## config.mk

```make
export PLATFORM = sky130hd
export DESIGN_NAME = mhf_filter
export DESIGN_NICKNAME = d
export VERILOG_FILES = /design/src/hdl/mhf_pkg.sv /design/src/hdl/mhf_filter.sv
export SDC_FILE = /design/constraint.sdc
export NUM_CORES = 2
export LEC_CHECK = 0
export ABC_CLOCK_PERIOD_IN_PS = 7900
export BUFFER_PORTS_ARGS = -buffer_cell sky130_fd_sc_hd__buf_2
export CAP_MARGIN = 40
export CORE_MARGIN = 3
export CORE_UTILIZATION = 50
export DETAILED_ROUTE_END_ITERATION = 6
export GPL_TIMING_DRIVEN = 0
export PLACE_DENSITY = 0.64
export SLEW_MARGIN = 20
export SYNTH_ARGS = -nofsm -noshare
export SYNTH_HDL_FRONTEND = slang
export SYNTH_SLANG_ARGS = --single-unit
```

## constraint.sdc

```tcl
create_clock -name clk -period 7.9 [get_ports clk]
set_input_delay 1.58 -clock clk [delete_from_list [all_inputs] [get_ports clk]]
set_output_delay 1.58 -clock clk [all_outputs]
set_load 0.05 [all_outputs]
```

## src/hdl/mhf_pkg.sv

```systemverilog
// Constants, state codes and carrier types for the multicast hash filter.
// Assumes a single 50 MHz clock domain shared by all users of the package.
package mhf_pkg;

  // ****************************************
  // Register map (APB byte addresses)
  // ****************************************
  localparam logic [7:0] MHF_CTRL_OFS   = 8'h00;
  localparam logic [7:0] MHF_BASE_OFS   = 8'h04;
  localparam logic [7:0] MHF_START_OFS  = 8'h08;
  localparam logic [7:0] MHF_CFG_OFS    = 8'h0c;
  localparam logic [7:0] MHF_STAT_OFS   = 8'h10;
  localparam logic [7:0] MHF_HASHL_OFS  = 8'h14;
  localparam logic [7:0] MHF_HASHH_OFS  = 8'h18;

  localparam int MHF_CTRL_START_BIT   = 0;
  localparam int MHF_CTRL_RESUME_BIT  = 1;
  localparam int MHF_CTRL_SWRST_BIT   = 2;
  localparam int MHF_CFG_CNA_EN_BIT   = 0;
  localparam int MHF_CFG_MC_ALL_BIT   = 3;
  localparam int MHF_CFG_MULTI_IA_BIT = 6;

  // ****************************************
  // Command block layout
  // ****************************************
  localparam logic [31:0] MHF_CB_CMD_OFS  = 32'h0000_0000;
  localparam logic [31:0] MHF_CB_LINK_OFS = 32'h0000_0004;
  localparam logic [31:0] MHF_CB_CNT_OFS  = 32'h0000_0008;
  localparam logic [31:0] MHF_CB_LIST_OFS = 32'h0000_000c;
  localparam logic [31:0] MHF_WORD_STEP   = 32'h0000_0004;
  // Bit positions within the upper half (command word bits 31:16)
  localparam int          MHF_EOL_BIT     = 15;
  localparam int          MHF_SUSP_BIT    = 14;
  localparam int          MHF_INTR_BIT    = 13;
  localparam logic [2:0]  MHF_CMD_MCAST   = 3'h3;
  localparam int          MHF_CNT_W       = 14;
  localparam int          MHF_GROUP_LAST  = 5;

  // ****************************************
  // Hashing
  // ****************************************
  localparam logic [31:0] MHF_CRC_INIT = 32'hffff_ffff;
  localparam logic [31:0] MHF_CRC_POLY = 32'hedb8_8320;

  typedef enum logic [2:0] {
    MHF_S_IDLE = 3'b000,
    MHF_S_SUSP = 3'b001,
    MHF_S_CMD  = 3'b010,
    MHF_S_LINK = 3'b011,
    MHF_S_CNT  = 3'b100,
    MHF_S_LIST = 3'b101,
    MHF_S_BYTE = 3'b110,
    MHF_S_STAT = 3'b111
  } mhf_cu_state_t;

  typedef struct packed {
    logic        req;
    logic        we;
    logic [31:0] addr;
    logic [31:0] wdata;
  } mhf_mem_req_t;

  typedef struct packed {
    logic        valid;
    logic [47:0] da;
  } mhf_rx_chk_t;

  typedef struct packed {
    logic        done;
    logic        idle;
    logic        not_active;
  } mhf_events_t;

endpackage

```

## src/hdl/mhf_filter.sv

```systemverilog
// Multicast-setup execution for the command unit plus the receive hash filter.
// Assumes a host memory port with a one-cycle ack and an APB master for registers.
//
// How it works
// - Command code 011 in bits 18:16 selects the multicast setup sequence.
// - End-of-list block: unit goes idle and always signals unit idle.
// - Suspend flag: unit suspends; not-active event only when configured.
// - Interrupt-after flag gives a command-done event; otherwise none.
// - Host clears completion flag; device writes it to one when done.
// - Success flag set on clean run; clear with completion means error.
// - Next block address is unit base plus the block's link value.
// - Fourteen-bit count used as multiple of six, rounded down.
// - Zero count leaves the hash table cleared.
// - Group and station entries hash identically into one table.
// - Start, save count, run list transfer, wait for hashing, complete.
// - List bytes travel from memory into the hashing machine.
// - A 64-bit hash table is consulted for received destinations.
// - Clear table, CRC each six bytes, set bit at CRC bits 7:2.
// - An incomplete trailing group leaves the table unchanged.
// - Hashing machine tells the command unit when the update finished.
// - Group destination with a set hashed bit is accepted.
// - Software reset forces the whole hash table to zero.
// - Station hashing bit extends the table to individual destinations.
// - Accept-all bit accepts every group destination.
`timescale 1ns/1ps
`default_nettype none

module mhf_filter
  import mhf_pkg::*;
(
  input  wire logic         clk,
  input  wire logic         rst_n,
  input  wire logic         psel,
  input  wire logic         penable,
  input  wire logic         pwrite,
  input  wire logic [7:0]   paddr,
  input  wire logic [31:0]  pwdata,
  output logic [31:0]       prdata,
  output logic              pready,
  output logic              pslverr,
  output mhf_mem_req_t      mem_o,
  input  wire logic [31:0]  mem_rdata,
  input  wire logic         mem_ack,
  input  wire mhf_rx_chk_t  rx_i,
  output logic              rx_done,
  output logic              rx_accept,
  output mhf_events_t       events_o
);

  // ****************************************
  // State
  // ****************************************
  typedef struct packed {
    mhf_cu_state_t          cu;
    mhf_mem_req_t           mem;
    logic [31:0]            base;
    logic [31:0]            start;
    logic [31:0]            cur;
    logic [31:0]            link;
    logic [15:0]            cmdw;
    logic                   ok;
    logic [MHF_CNT_W-1:0]   left;
    logic [31:0]            word;
    logic [1:0]             bidx;
    logic [2:0]             gidx;
    logic [47:0]            grp;
    logic [63:0]            hash;
    logic                   cfg_cna;
    logic                   cfg_all;
    logic                   cfg_mia;
    logic [31:0]            prdata;
    logic                   pready;
    logic                   pslverr;
    mhf_events_t            ev;
    logic                   rx_done;
    logic                   rx_acc;
  } mhf_state_t;

  localparam mhf_state_t MHF_RESET_ST = '0;

  mhf_state_t st_reg;
  mhf_state_t st_next;

  // Ethernet CRC, LSB first, no final inversion; index from bits 7:2
  function automatic logic [5:0] mhf_hash_idx(input logic [47:0] d);
    logic [31:0] c;
    c = MHF_CRC_INIT;
    for (int i = 0; i < 48; i++) begin
      if (c[0] ^ d[i]) begin
        c = (c >> 1) ^ MHF_CRC_POLY;
      end else begin
        c = c >> 1;
      end
    end
    return c[7:2];
  endfunction

  function automatic mhf_mem_req_t mhf_read(input logic [31:0] a);
    mhf_mem_req_t r;
    r.req   = 1'b1;
    r.we    = 1'b0;
    r.addr  = a;
    r.wdata = '0;
    return r;
  endfunction

  // ****************************************
  // Next state
  // ****************************************
  always_comb begin
    logic [7:0]  byte_v;
    logic [47:0] grp_v;
    logic [5:0]  idx_v;
    logic        grp_bit;
    logic        hit;
    logic        apb_wr;
    byte_v  = '0;
    grp_v   = '0;
    idx_v   = '0;
    grp_bit = 1'b0;
    hit     = 1'b0;
    apb_wr  = 1'b0;
    st_next = st_reg;
    st_next.ev = '0;

    unique case (st_reg.cu)
      MHF_S_IDLE, MHF_S_SUSP: begin
      end
      MHF_S_CMD: begin
        if (mem_ack) begin
          st_next.cmdw = mem_rdata[31:16];
          st_next.ok   = (mem_rdata[18:16] == MHF_CMD_MCAST);
          st_next.mem  = mhf_read(st_reg.base + st_reg.cur + MHF_CB_LINK_OFS);
          st_next.cu   = MHF_S_LINK;
        end
      end
      MHF_S_LINK: begin
        if (mem_ack) begin
          st_next.link = mem_rdata;
          if (st_reg.ok) begin
            st_next.mem = mhf_read(st_reg.base + st_reg.cur + MHF_CB_CNT_OFS);
            st_next.cu  = MHF_S_CNT;
          end else begin
            // Unknown action: complete with error, table untouched
            st_next.mem = '{req: 1'b1, we: 1'b1, addr: st_reg.base + st_reg.cur,
                            wdata: {st_reg.cmdw, 16'h8000}};
            st_next.cu  = MHF_S_STAT;
          end
        end
      end
      MHF_S_CNT: begin
        if (mem_ack) begin
          st_next.left = mem_rdata[MHF_CNT_W-1:0];
          st_next.hash = '0;
          st_next.gidx = '0;
          if (mem_rdata[MHF_CNT_W-1:0] == '0) begin
            st_next.mem = '{req: 1'b1, we: 1'b1, addr: st_reg.base + st_reg.cur,
                            wdata: {st_reg.cmdw, 16'ha000}};
            st_next.cu  = MHF_S_STAT;
          end else begin
            st_next.mem = mhf_read(st_reg.base + st_reg.cur + MHF_CB_LIST_OFS);
            st_next.cu  = MHF_S_LIST;
          end
        end
      end
      MHF_S_LIST: begin
        if (mem_ack) begin
          st_next.word    = mem_rdata;
          st_next.bidx    = '0;
          st_next.mem.req = 1'b0;
          st_next.cu      = MHF_S_BYTE;
        end
      end
      MHF_S_BYTE: begin
        // One list byte per cycle into the six-byte group
        byte_v = st_reg.word[8*st_reg.bidx +: 8];
        grp_v  = st_reg.grp;
        grp_v[8*st_reg.gidx +: 8] = byte_v;
        st_next.grp  = grp_v;
        st_next.left = st_reg.left - 1'b1;
        if (st_reg.gidx == 3'(MHF_GROUP_LAST)) begin
          st_next.hash[mhf_hash_idx(grp_v)] = 1'b1;
          st_next.gidx = '0;
        end else begin
          st_next.gidx = st_reg.gidx + 1'b1;
        end
        if (st_reg.left == MHF_CNT_W'(1)) begin
          // Partial group is simply dropped: count rounds down to sixes
          st_next.mem = '{req: 1'b1, we: 1'b1, addr: st_reg.base + st_reg.cur,
                          wdata: {st_reg.cmdw, 16'ha000}};
          st_next.cu  = MHF_S_STAT;
        end else if (st_reg.bidx == 2'h3) begin
          st_next.mem = mhf_read(st_reg.mem.addr + MHF_WORD_STEP);
          st_next.cu  = MHF_S_LIST;
        end else begin
          st_next.bidx = st_reg.bidx + 1'b1;
        end
      end
      MHF_S_STAT: begin
        if (mem_ack) begin
          st_next.mem         = '0;
          st_next.ev.done     = st_reg.cmdw[MHF_INTR_BIT];
          st_next.cur         = st_reg.link;
          if (st_reg.cmdw[MHF_EOL_BIT]) begin
            st_next.cu      = MHF_S_IDLE;
            st_next.ev.idle = 1'b1;
          end else if (st_reg.cmdw[MHF_SUSP_BIT]) begin
            st_next.cu            = MHF_S_SUSP;
            st_next.ev.not_active = st_reg.cfg_cna;
          end else begin
            st_next.mem = mhf_read(st_reg.base + st_reg.link);
            st_next.cu  = MHF_S_CMD;
          end
        end
      end
    endcase

    // Receive check against the table
    st_next.rx_done = rx_i.valid;
    if (rx_i.valid) begin
      grp_bit = rx_i.da[0];
      hit     = st_reg.hash[mhf_hash_idx(rx_i.da)];
      st_next.rx_acc = grp_bit ? (st_reg.cfg_all | hit)
                               : (st_reg.cfg_mia & hit);
    end

    // ****************************************
    // APB slave: zero wait states, answer in the first access cycle
    // ****************************************
    st_next.pready  = 1'b0;
    st_next.pslverr = 1'b0;
    if (psel && !penable && !st_reg.pready) begin
      st_next.pready = 1'b1;
      unique case (paddr)
        MHF_CTRL_OFS:  st_next.prdata = '0;
        MHF_BASE_OFS:  st_next.prdata = st_reg.base;
        MHF_START_OFS: st_next.prdata = st_reg.start;
        MHF_CFG_OFS:   st_next.prdata = {25'h0, st_reg.cfg_mia, 2'h0, st_reg.cfg_all, 2'h0, st_reg.cfg_cna};
        MHF_STAT_OFS:  st_next.prdata = {29'h0, st_reg.cu};
        MHF_HASHL_OFS: st_next.prdata = st_reg.hash[31:0];
        MHF_HASHH_OFS: st_next.prdata = st_reg.hash[63:32];
        default: begin
          st_next.prdata  = '0;
          st_next.pslverr = 1'b1;
        end
      endcase
    end

    apb_wr = psel && penable && st_reg.pready && pwrite && !st_reg.pslverr;
    if (apb_wr) begin
      unique case (paddr)
        MHF_BASE_OFS:  st_next.base  = pwdata;
        MHF_START_OFS: st_next.start = pwdata;
        MHF_CFG_OFS: begin
          st_next.cfg_cna = pwdata[MHF_CFG_CNA_EN_BIT];
          st_next.cfg_all = pwdata[MHF_CFG_MC_ALL_BIT];
          st_next.cfg_mia = pwdata[MHF_CFG_MULTI_IA_BIT];
        end
        MHF_CTRL_OFS: begin
          if (pwdata[MHF_CTRL_START_BIT] && st_reg.cu == MHF_S_IDLE) begin
            st_next.cur = st_reg.start;
            st_next.mem = mhf_read(st_reg.base + st_reg.start);
            st_next.cu  = MHF_S_CMD;
          end
          if (pwdata[MHF_CTRL_RESUME_BIT] && st_reg.cu == MHF_S_SUSP) begin
            st_next.mem = mhf_read(st_reg.base + st_reg.cur);
            st_next.cu  = MHF_S_CMD;
          end
          if (pwdata[MHF_CTRL_SWRST_BIT]) begin
            // Keeps the APB answer in flight; everything else restarts
            st_next        = MHF_RESET_ST;
            st_next.hash   = '0;
            st_next.prdata = st_reg.prdata;
          end
        end
        default: begin
        end
      endcase
    end
  end

  always_ff @(posedge clk) begin
    if (!rst_n) begin
      st_reg <= MHF_RESET_ST;
    end else begin
      st_reg <= st_next;
    end
  end

  // ****************************************
  // Outputs
  // ****************************************
  assign prdata    = st_reg.prdata;
  assign pready    = st_reg.pready;
  assign pslverr   = st_reg.pslverr;
  assign mem_o     = st_reg.mem;
  assign rx_done   = st_reg.rx_done;
  assign rx_accept = st_reg.rx_acc;
  assign events_o  = st_reg.ev;

endmodule

`default_nettype wire

```

After elaboration in Yosys (flattened, before gate mapping)

Cells that the tools add are included.

Add/subtract/negate cells: 11
$mul: 0
Divide/modulo/power cells: 0
$lt $le $gt $ge: 3
Eq/ne operators: 19
Shift operators: 3
Muxes and demuxes: 301
Bitwise operators: 191
Reduce and logical (&&, ||, !) cells: 22

Operators by type and width:

| cell             | number |
|---|---|
| $mux 32          | 126 |
| $mux 419         | 2 |
| $not 13->14      | 46 |
| $mux 69          | 9 |
| $pmux 65 s5      | 1 |
| $mux 244         | 1 |
| $mux 28          | 7 |
| $pmux 32 s6      | 1 |
| $mux 16          | 11 |
| $mux 25          | 7 |
| $mux 31          | 5 |
| $mux 22          | 7 |
| $mux 10          | 15 |
| $mux 30          | 5 |
| $mux 68          | 2 |
| $mux 27          | 5 |
| $mux 66          | 2 |
| $mux 64          | 2 |
| $pmux 32 s2      | 2 |
| $pmux 64 s2      | 1 |
| $mux 24          | 5 |
| $mux 21          | 5 |
| $mux 20          | 5 |
| $add 32x32->32   | 3 |
| other kinds (74) | 275 |

Flip-flop bits (word level): 419
Bits in latches: 0
RAM bits: 0
Bits in read-only memories: 0
Output and inout bits: 105
Memories kept: 0

Depth between registers and ports, before layout

Word-level depth: 204
Gate-level depth with buffers: 22
Depth with buffers taken out: 19

Worst setup path after synthesis

OpenSTA, ideal clock, no wires.

Path type: input to register
Start: input rx_i[1] in the netlist's numbering
End: register st_reg, in the netlist rx_accept
Arrival: 5.944 ns
Data required time: 7.782 ns
Slack: 1.837 ns
Stages: 16
Cells stage by stage: clkbuf_2 -> xor3_1 -> xnor2_2 -> xnor2_1 -> xnor3_1 -> xor2_1 -> xnor2_1 -> xnor2_1 -> xnor2_1 -> xor2_1 -> xnor2_1 -> xnor2_2 -> mux4_1 -> mux4_2 -> o22ai_1 -> nor3_1

Cells in the longest elaborated chain, start to end: 122
Elaborated cells between the ends (all ways): 184
Those cells by class: mux (101); bitwise (83)

Ends and longest elaborated chain:

| item                                             | RTL line                             | RTL |
|---|---|---|
| start: declaration                               | mhf_filter.sv:44                     | `input wire mhf_rx_chk_t rx_i,` |
| $xor 1x1->1 *                                    | mhf_filter.sv:89                     | `if (c[0] ^ d[i]) begin` |
| $mux 32 *                                        | mhf_filter.sv:89                     |  |
| $mux 32 *                                        | mhf_filter.sv:220                    | `if (rx_i.valid) begin` |
| $not 13->14 (no line)                            | n/a                                  |  |
| $mux 32 *                                        | mhf_filter.sv:89                     |  |
| $mux 32 *                                        | mhf_filter.sv:220                    |  |
| $mux 32 *                                        | mhf_filter.sv:89                     |  |
| $mux 32 *                                        | mhf_filter.sv:220                    |  |
| (+106 left out)                                  | n/a                                  |  |
| $bmux 1 s6 *                                     | mhf_filter.sv:222                    | `hit = st_reg.hash[mhf_hash_idx(rx_i.da)];` |
| $mux 1 (not written as such) *                   | mhf_filter.sv:222                    |  |
| $and 1x1->1 / $or 1x1->1 (equally long branches) | mhf_filter.sv:224, mhf_filter.sv:223 |  |
| $mux 1 *                                         | mhf_filter.sv:223                    | `st_next.rx_acc = grp_bit ? (st_reg.cfg_all \| hit)` |
| $mux 1 *                                         | mhf_filter.sv:220                    |  |
| $mux 419                                         | mhf_filter.sv:269                    | `if (pwdata[MHF_CTRL_SWRST_BIT]) begin` |
| $mux 39                                          | mhf_filter.sv:251                    | `unique case (paddr)` |
| $mux 419 *                                       | mhf_filter.sv:250                    | `if (apb_wr) begin` |
| end signal: assignment                           | mhf_filter.sv:286                    | `st_reg <= st_next;` |
| end: declaration                                 | mhf_filter.sv:81                     | `mhf_state_t st_reg;` |

Mark *: on every way between the ends. The select of a mux whose other input is x is not followed.
A chain may end at the register's enable or synchronous reset.

Final worst setup path

Start: register st_reg[154] in the netlist's numbering
End: register st_reg[73] in the netlist's numbering

Cells in the longest elaborated chain, start to end: 176
Elaborated cells between the ends (all ways): 254
Those cells by class: add/sub (1); order compare (2); eq/ne (1); shift (2); mux (152); bitwise (95); reduce/logical (1)

Ends and longest elaborated chain:

| item                                                       | RTL line          | RTL |
|---|---|---|
| $neg 6->34                                                 | mhf_filter.sv:178 | `grp_v[8*st_reg.gidx +: 8] = byte_v;` |
| $shiftx 8x34->48 / $shift 8x34->48 (equally long branches) | mhf_filter.sv:178 |  |
| $bwmux 48                                                  | mhf_filter.sv:178 |  |
| $mux 32                                                    | mhf_filter.sv:89  |  |
| $mux 32                                                    | mhf_filter.sv:181 | `if (st_reg.gidx == 3'(MHF_GROUP_LAST)) begin` |
| $mux 32                                                    | mhf_filter.sv:126 | `unique case (st_reg.cu)` |
| $not 13->14 (no line)                                      | n/a               |  |
| $mux 32                                                    | mhf_filter.sv:89  |  |
| (+160 left out)                                            | n/a               |  |
| $mux 1 (not written as such)                               | mhf_filter.sv:182 | `st_next.hash[mhf_hash_idx(grp_v)] = 1'b1;` |
| $demux 1 s6                                                | mhf_filter.sv:182 |  |
| $or 64x64->64 (no line)                                    | n/a               |  |
| $mux 64 *                                                  | mhf_filter.sv:181 |  |
| $pmux 64 s2 *                                              | mhf_filter.sv:126 |  |
| $mux 419                                                   | mhf_filter.sv:269 |  |
| $mux 244                                                   | mhf_filter.sv:251 |  |
| $mux 419 *                                                 | mhf_filter.sv:250 |  |

Mark *: on every way between the ends. The rest lies on a longest branch, timed or not. The select of a mux whose other input is x is not followed.

==> run_results.csv <==
group,metric,value,unit
timing,hold_viol_final,0,
hold_path,hold_path_depth,2,
finish,drive_above_1_share,12.5,%
timing,slew-limit-headroom,35.1,%
timing,tightest_slew,0.974,ns
finish,layout.nets,4555,
worst_setup_path,crit_path_end_kind,"flip-flop",
grt,busiest_layer,"met2",
grt,grt_max_degree,14,
worst_setup_path,crit_arrival,7.41,ns
die,pin_count,232,
flow_run,cap_viol_max_count,0,
place,dpl.hpwl,105,mm
die,die_w,257,um
place,port_buffers,224,
synthesis,yosys.area_share.adder,4.31,%
synthesis,synth_edf_count,0,
timing,rsz0062_at_grt,"false",
worst_setup_path,crit_type,"reg -> reg",
synthesis,syn_inst,4009,
timing,fin_setup_tns,0,ns
cts,cts.clk_slew.worst_paths,0.06,ns
cts,htree_levels,2,
worst_setup_path,critical_path.startpoint,"st_reg[154]",
routing,drt_iter0_drc,3794,
routing,vias_per_cell,6.20,
worst_setup_path,reg2reg_depth,21,
cts,cts_buffers,48,
synthesis,synth_mux_area_share,3.99,%
die,core,0.0621,mm^2
synthesis,synth_compound_area_share,22.5,%
routing,firstDrtPassIters,6,
grt,use_met1,51.8,%
worst_setup_path,worstPathMaxFanout,10,
cts,tritoncts,"yes",
timing,period_share,86.8,%
place,place.gp.congestion,1.03,
synthesis,mappedNetlistArea,0.0316,mm^2
grt,grt_usage,38.6,%
worst_setup_path,r2r-end,"st_reg[73]",
cts,clockRootBuffer,"clkbuf_16",
timing,fin_crit,6.86,ns
synthesis,syn_avg_cell_area,7.87,um^2
synthesis,synth_cell_types,95,
synthesis,post_synth_and_or_nand_nor_area_fraction,18.3,%
finish,largest_register_ffs,314,
worst_setup_path,worstReg2RegStart,"st_reg[154]",
grt,grt_util_met3,6.00,%
synthesis,yosysSeqAreaShare,26.6,%
synthesis,synth-seq-cells,419,
finish,stdcell_area,0.0356,mm^2
cts,clock_path_buffers,3,
place,postPlaceCellArea,0.0340,mm^2
hold_path,min_from,"st_reg[144]",
finish,syn_to_final_growth,12.9,%
cts,postCtsHoldBufs,0,
finish,fillerInstances,6056,
routing,via_count,32200,
synthesis,syn_nets,4243,
worst_setup_path,crit_required,8.45,ns
pwr,power.leakage,13.5,nW
worst_setup_path,cp-start-kind,"flip-flop",
routing,drt-total-wl,133,mm
pwr,max-vdd-ir-drop,0.00123,V
timing,setup_viol,0,
die,die_area,0.0662,mm^2
run_status,status,"complete, no violations",
synthesis,async_flop_share,0,%
cts,post_cts.repair.setup_buffers,0,
pwr,total_power,0.0118,W
die,num_rows,91,
routing,wire_per_inst,25.5,um
die,die_height,257,um
cts,cts.sinks,419,
synthesis,yosys_warnings,0,
routing,drc,0,
timing,skew,0.0469,ns
hold_path,hold_end,"st_reg[144]",
pwr,power_density,333,mW/mm^2
routing,final_antenna_net_count,0,
synthesis,synthXorXnorAreaFrac,18.2,%
worst_setup_path,r2r_setup_slack,1.04,ns
grt,grtUsageMet2,60.4,%
synthesis,synth_top_family_by_area,"compound AO/OA/AOI/OAI gates",
synthesis,synth_ff_type,"dfxtp_1",
timing,max_freq,0.146,GHz
grt,grt_pass1_wl,194,mm
cts,clkLatencyLatePin,0.63,ns
cts,cts_resized,0,
grt,gr-total-overflow,0,
hold_path,hold_path.class,"reg -> reg",
timing,finalMaxSlewViolations,0,
grt,grt_pass1_vias,29800,
grt,antenna_found_initial,2,
die,start_util,50.8,%
==> synth_stat cells (10+ instances only) <==
master,instances,area (um^2)
xor2_1,134,1170
a222oi_1,15,150
a31oi_1,26,163
and2_1,29,181
mux2i_1,54,541
nand3b_1,12,90.1
buf_1,19,71.3
nand3_1,132,661
o22ai_1,30,188
a2111oi_0,10,87.6
buf_4,102,766
o31ai_1,12,90.1
xnor3_1,32,721
buf_2,10,50.1
o21a_1,16,120
a21oi_1,477,2390
clkbuf_1,205,769
xnor2_2,13,211
or3_1,21,131
or2_2,10,62.6
and3_1,25,156
nor2_1,273,1020
inv_1,60,225
nand2_1,579,2170
mux4_2,21,473
nor3_1,59,295
a22o_1,38,333
o211ai_1,18,135
xnor2_1,386,3380
o221ai_1,30,263
a221oi_1,48,420
o21ai_0,196,981
nor2b_1,12,75.1
a21o_1,32,240
nand4_1,31,194
or4_1,12,90.1
a211oi_1,23,173
o21bai_1,28,210
a22oi_1,53,398
ha_1,104,1300
nand2b_1,16,100
dfxtp_1,419,8390
nor4_1,30,188
==> power by group <==
| group | internal, W | switching (W) |
|---|---|---|
| clock | 0.00126 | 0.00101 |
| combinational | 0.00345 | 0.00399 |
| sequential | 0.00213 | 0.00000809 |
==> cells by family after synthesis <==
family                     count (synthesis)
and+or+nand+nor                         1276
AOI/OAI and AO/OA                       1138
xor gates and xnor gates                 577
DFF                                      419
buffers and inverters                    402
adders and majority gates                107
muxes                                     90
==> worst max-delay path, stage by stage, from the launching register on <==
cell and delay (ns):
dfxtp_1 0.37, buf_2 0.20, inv_1 0.09, ha_1 0.20, ha_1 0.36, nor4b_4 0.51
and2_1 0.19, buf_2 0.20, buf_4 0.23, mux2i_1 0.27, xor2_1 0.62, xnor3_1 0.45
xnor2_1 0.29, xnor2_2 0.15, xnor2_2 0.26, xnor3_1 0.39, xnor2_1 0.22, xnor2_1 0.19
xnor3_1 0.50, or3_4 0.41, nor3_4 0.46, a22o_1 0.22
==> layer usage <==
layer  up-vias  part of all wire [%]
met5         -                0.0083
met4         2                   6.0
met3       317                   9.8
met2      1867                    44
met1     15200                    41
li1      14800                     -
==> per-stage QoR <==
step                      setup WS (ns)  util, %  instances  hold slack [ns]
after floorplan                    1.84        -       4009            0.426
after global placement             1.06     54.3       5070            0.442
after detailed placement           1.07     54.8       5098            0.445
after CTS                          1.10     57.3       5184            0.455
after global routing              0.616     57.4       5194            0.468
final                              1.04     57.4       5195            0.452
==> cell type report <==
cell class,count,area (um^2),area share (%)
tap,837,1050,2.94
clock buffer,66,1340,3.76
timing repair buffer,262,1450,4.07
multi-input combinational,3188,21300,59.7
buffer,340,1700,4.76
inverter,62,233,0.653
sequential,419,8390,23.5
clock inverter,20,203,0.569
antenna,1,2.50,0.00702
==> worst max path at each step <==
| stage | endpoint | cells after the start |
|---|---|---|
| final | st_reg[73] | 21 |
| after global routing | st_reg[82] | 22 |
| after CTS | st_reg[103] | 21 |
| after detailed placement | rx_accept | 16 |
| after global placement | rx_accept | 16 |
| after floorplan | rx_accept | 16 |
==> placed cells by master, fill, tap and decap left out, types with 13 or more instances in the layout <==
cell type / count
nand2_1: 579
a21oi_1: 476
dfxtp_1: 419
xnor2_1: 386
nor2_1: 273
buf_2: 243
clkbuf_1: 216
o21ai_0: 195
xor2_1: 134
nand3_1: 132
buf_4: 111
ha_1: 104
inv_1: 60
nor3_1: 57
mux2i_1: 54
a22oi_1: 53
clkbuf_16: 49
a221oi_1: 48
a22o_1: 38
a21o_1: 32
xnor3_1: 32
nand4_1: 31
o22ai_1: 30
o221ai_1: 30
and2_1: 29
nor4_1: 28
o21bai_1: 28
a31oi_1: 26
and3_1: 25
a211oi_1: 23
or3_1: 21
mux4_2: 21
buf_1: 19
buf_6: 19
o211ai_1: 18
nand2b_1: 16
o21a_1: 16
a222oi_1: 15
xnor2_2: 13
Note: power is estimated with default switching activity, not from simulation.
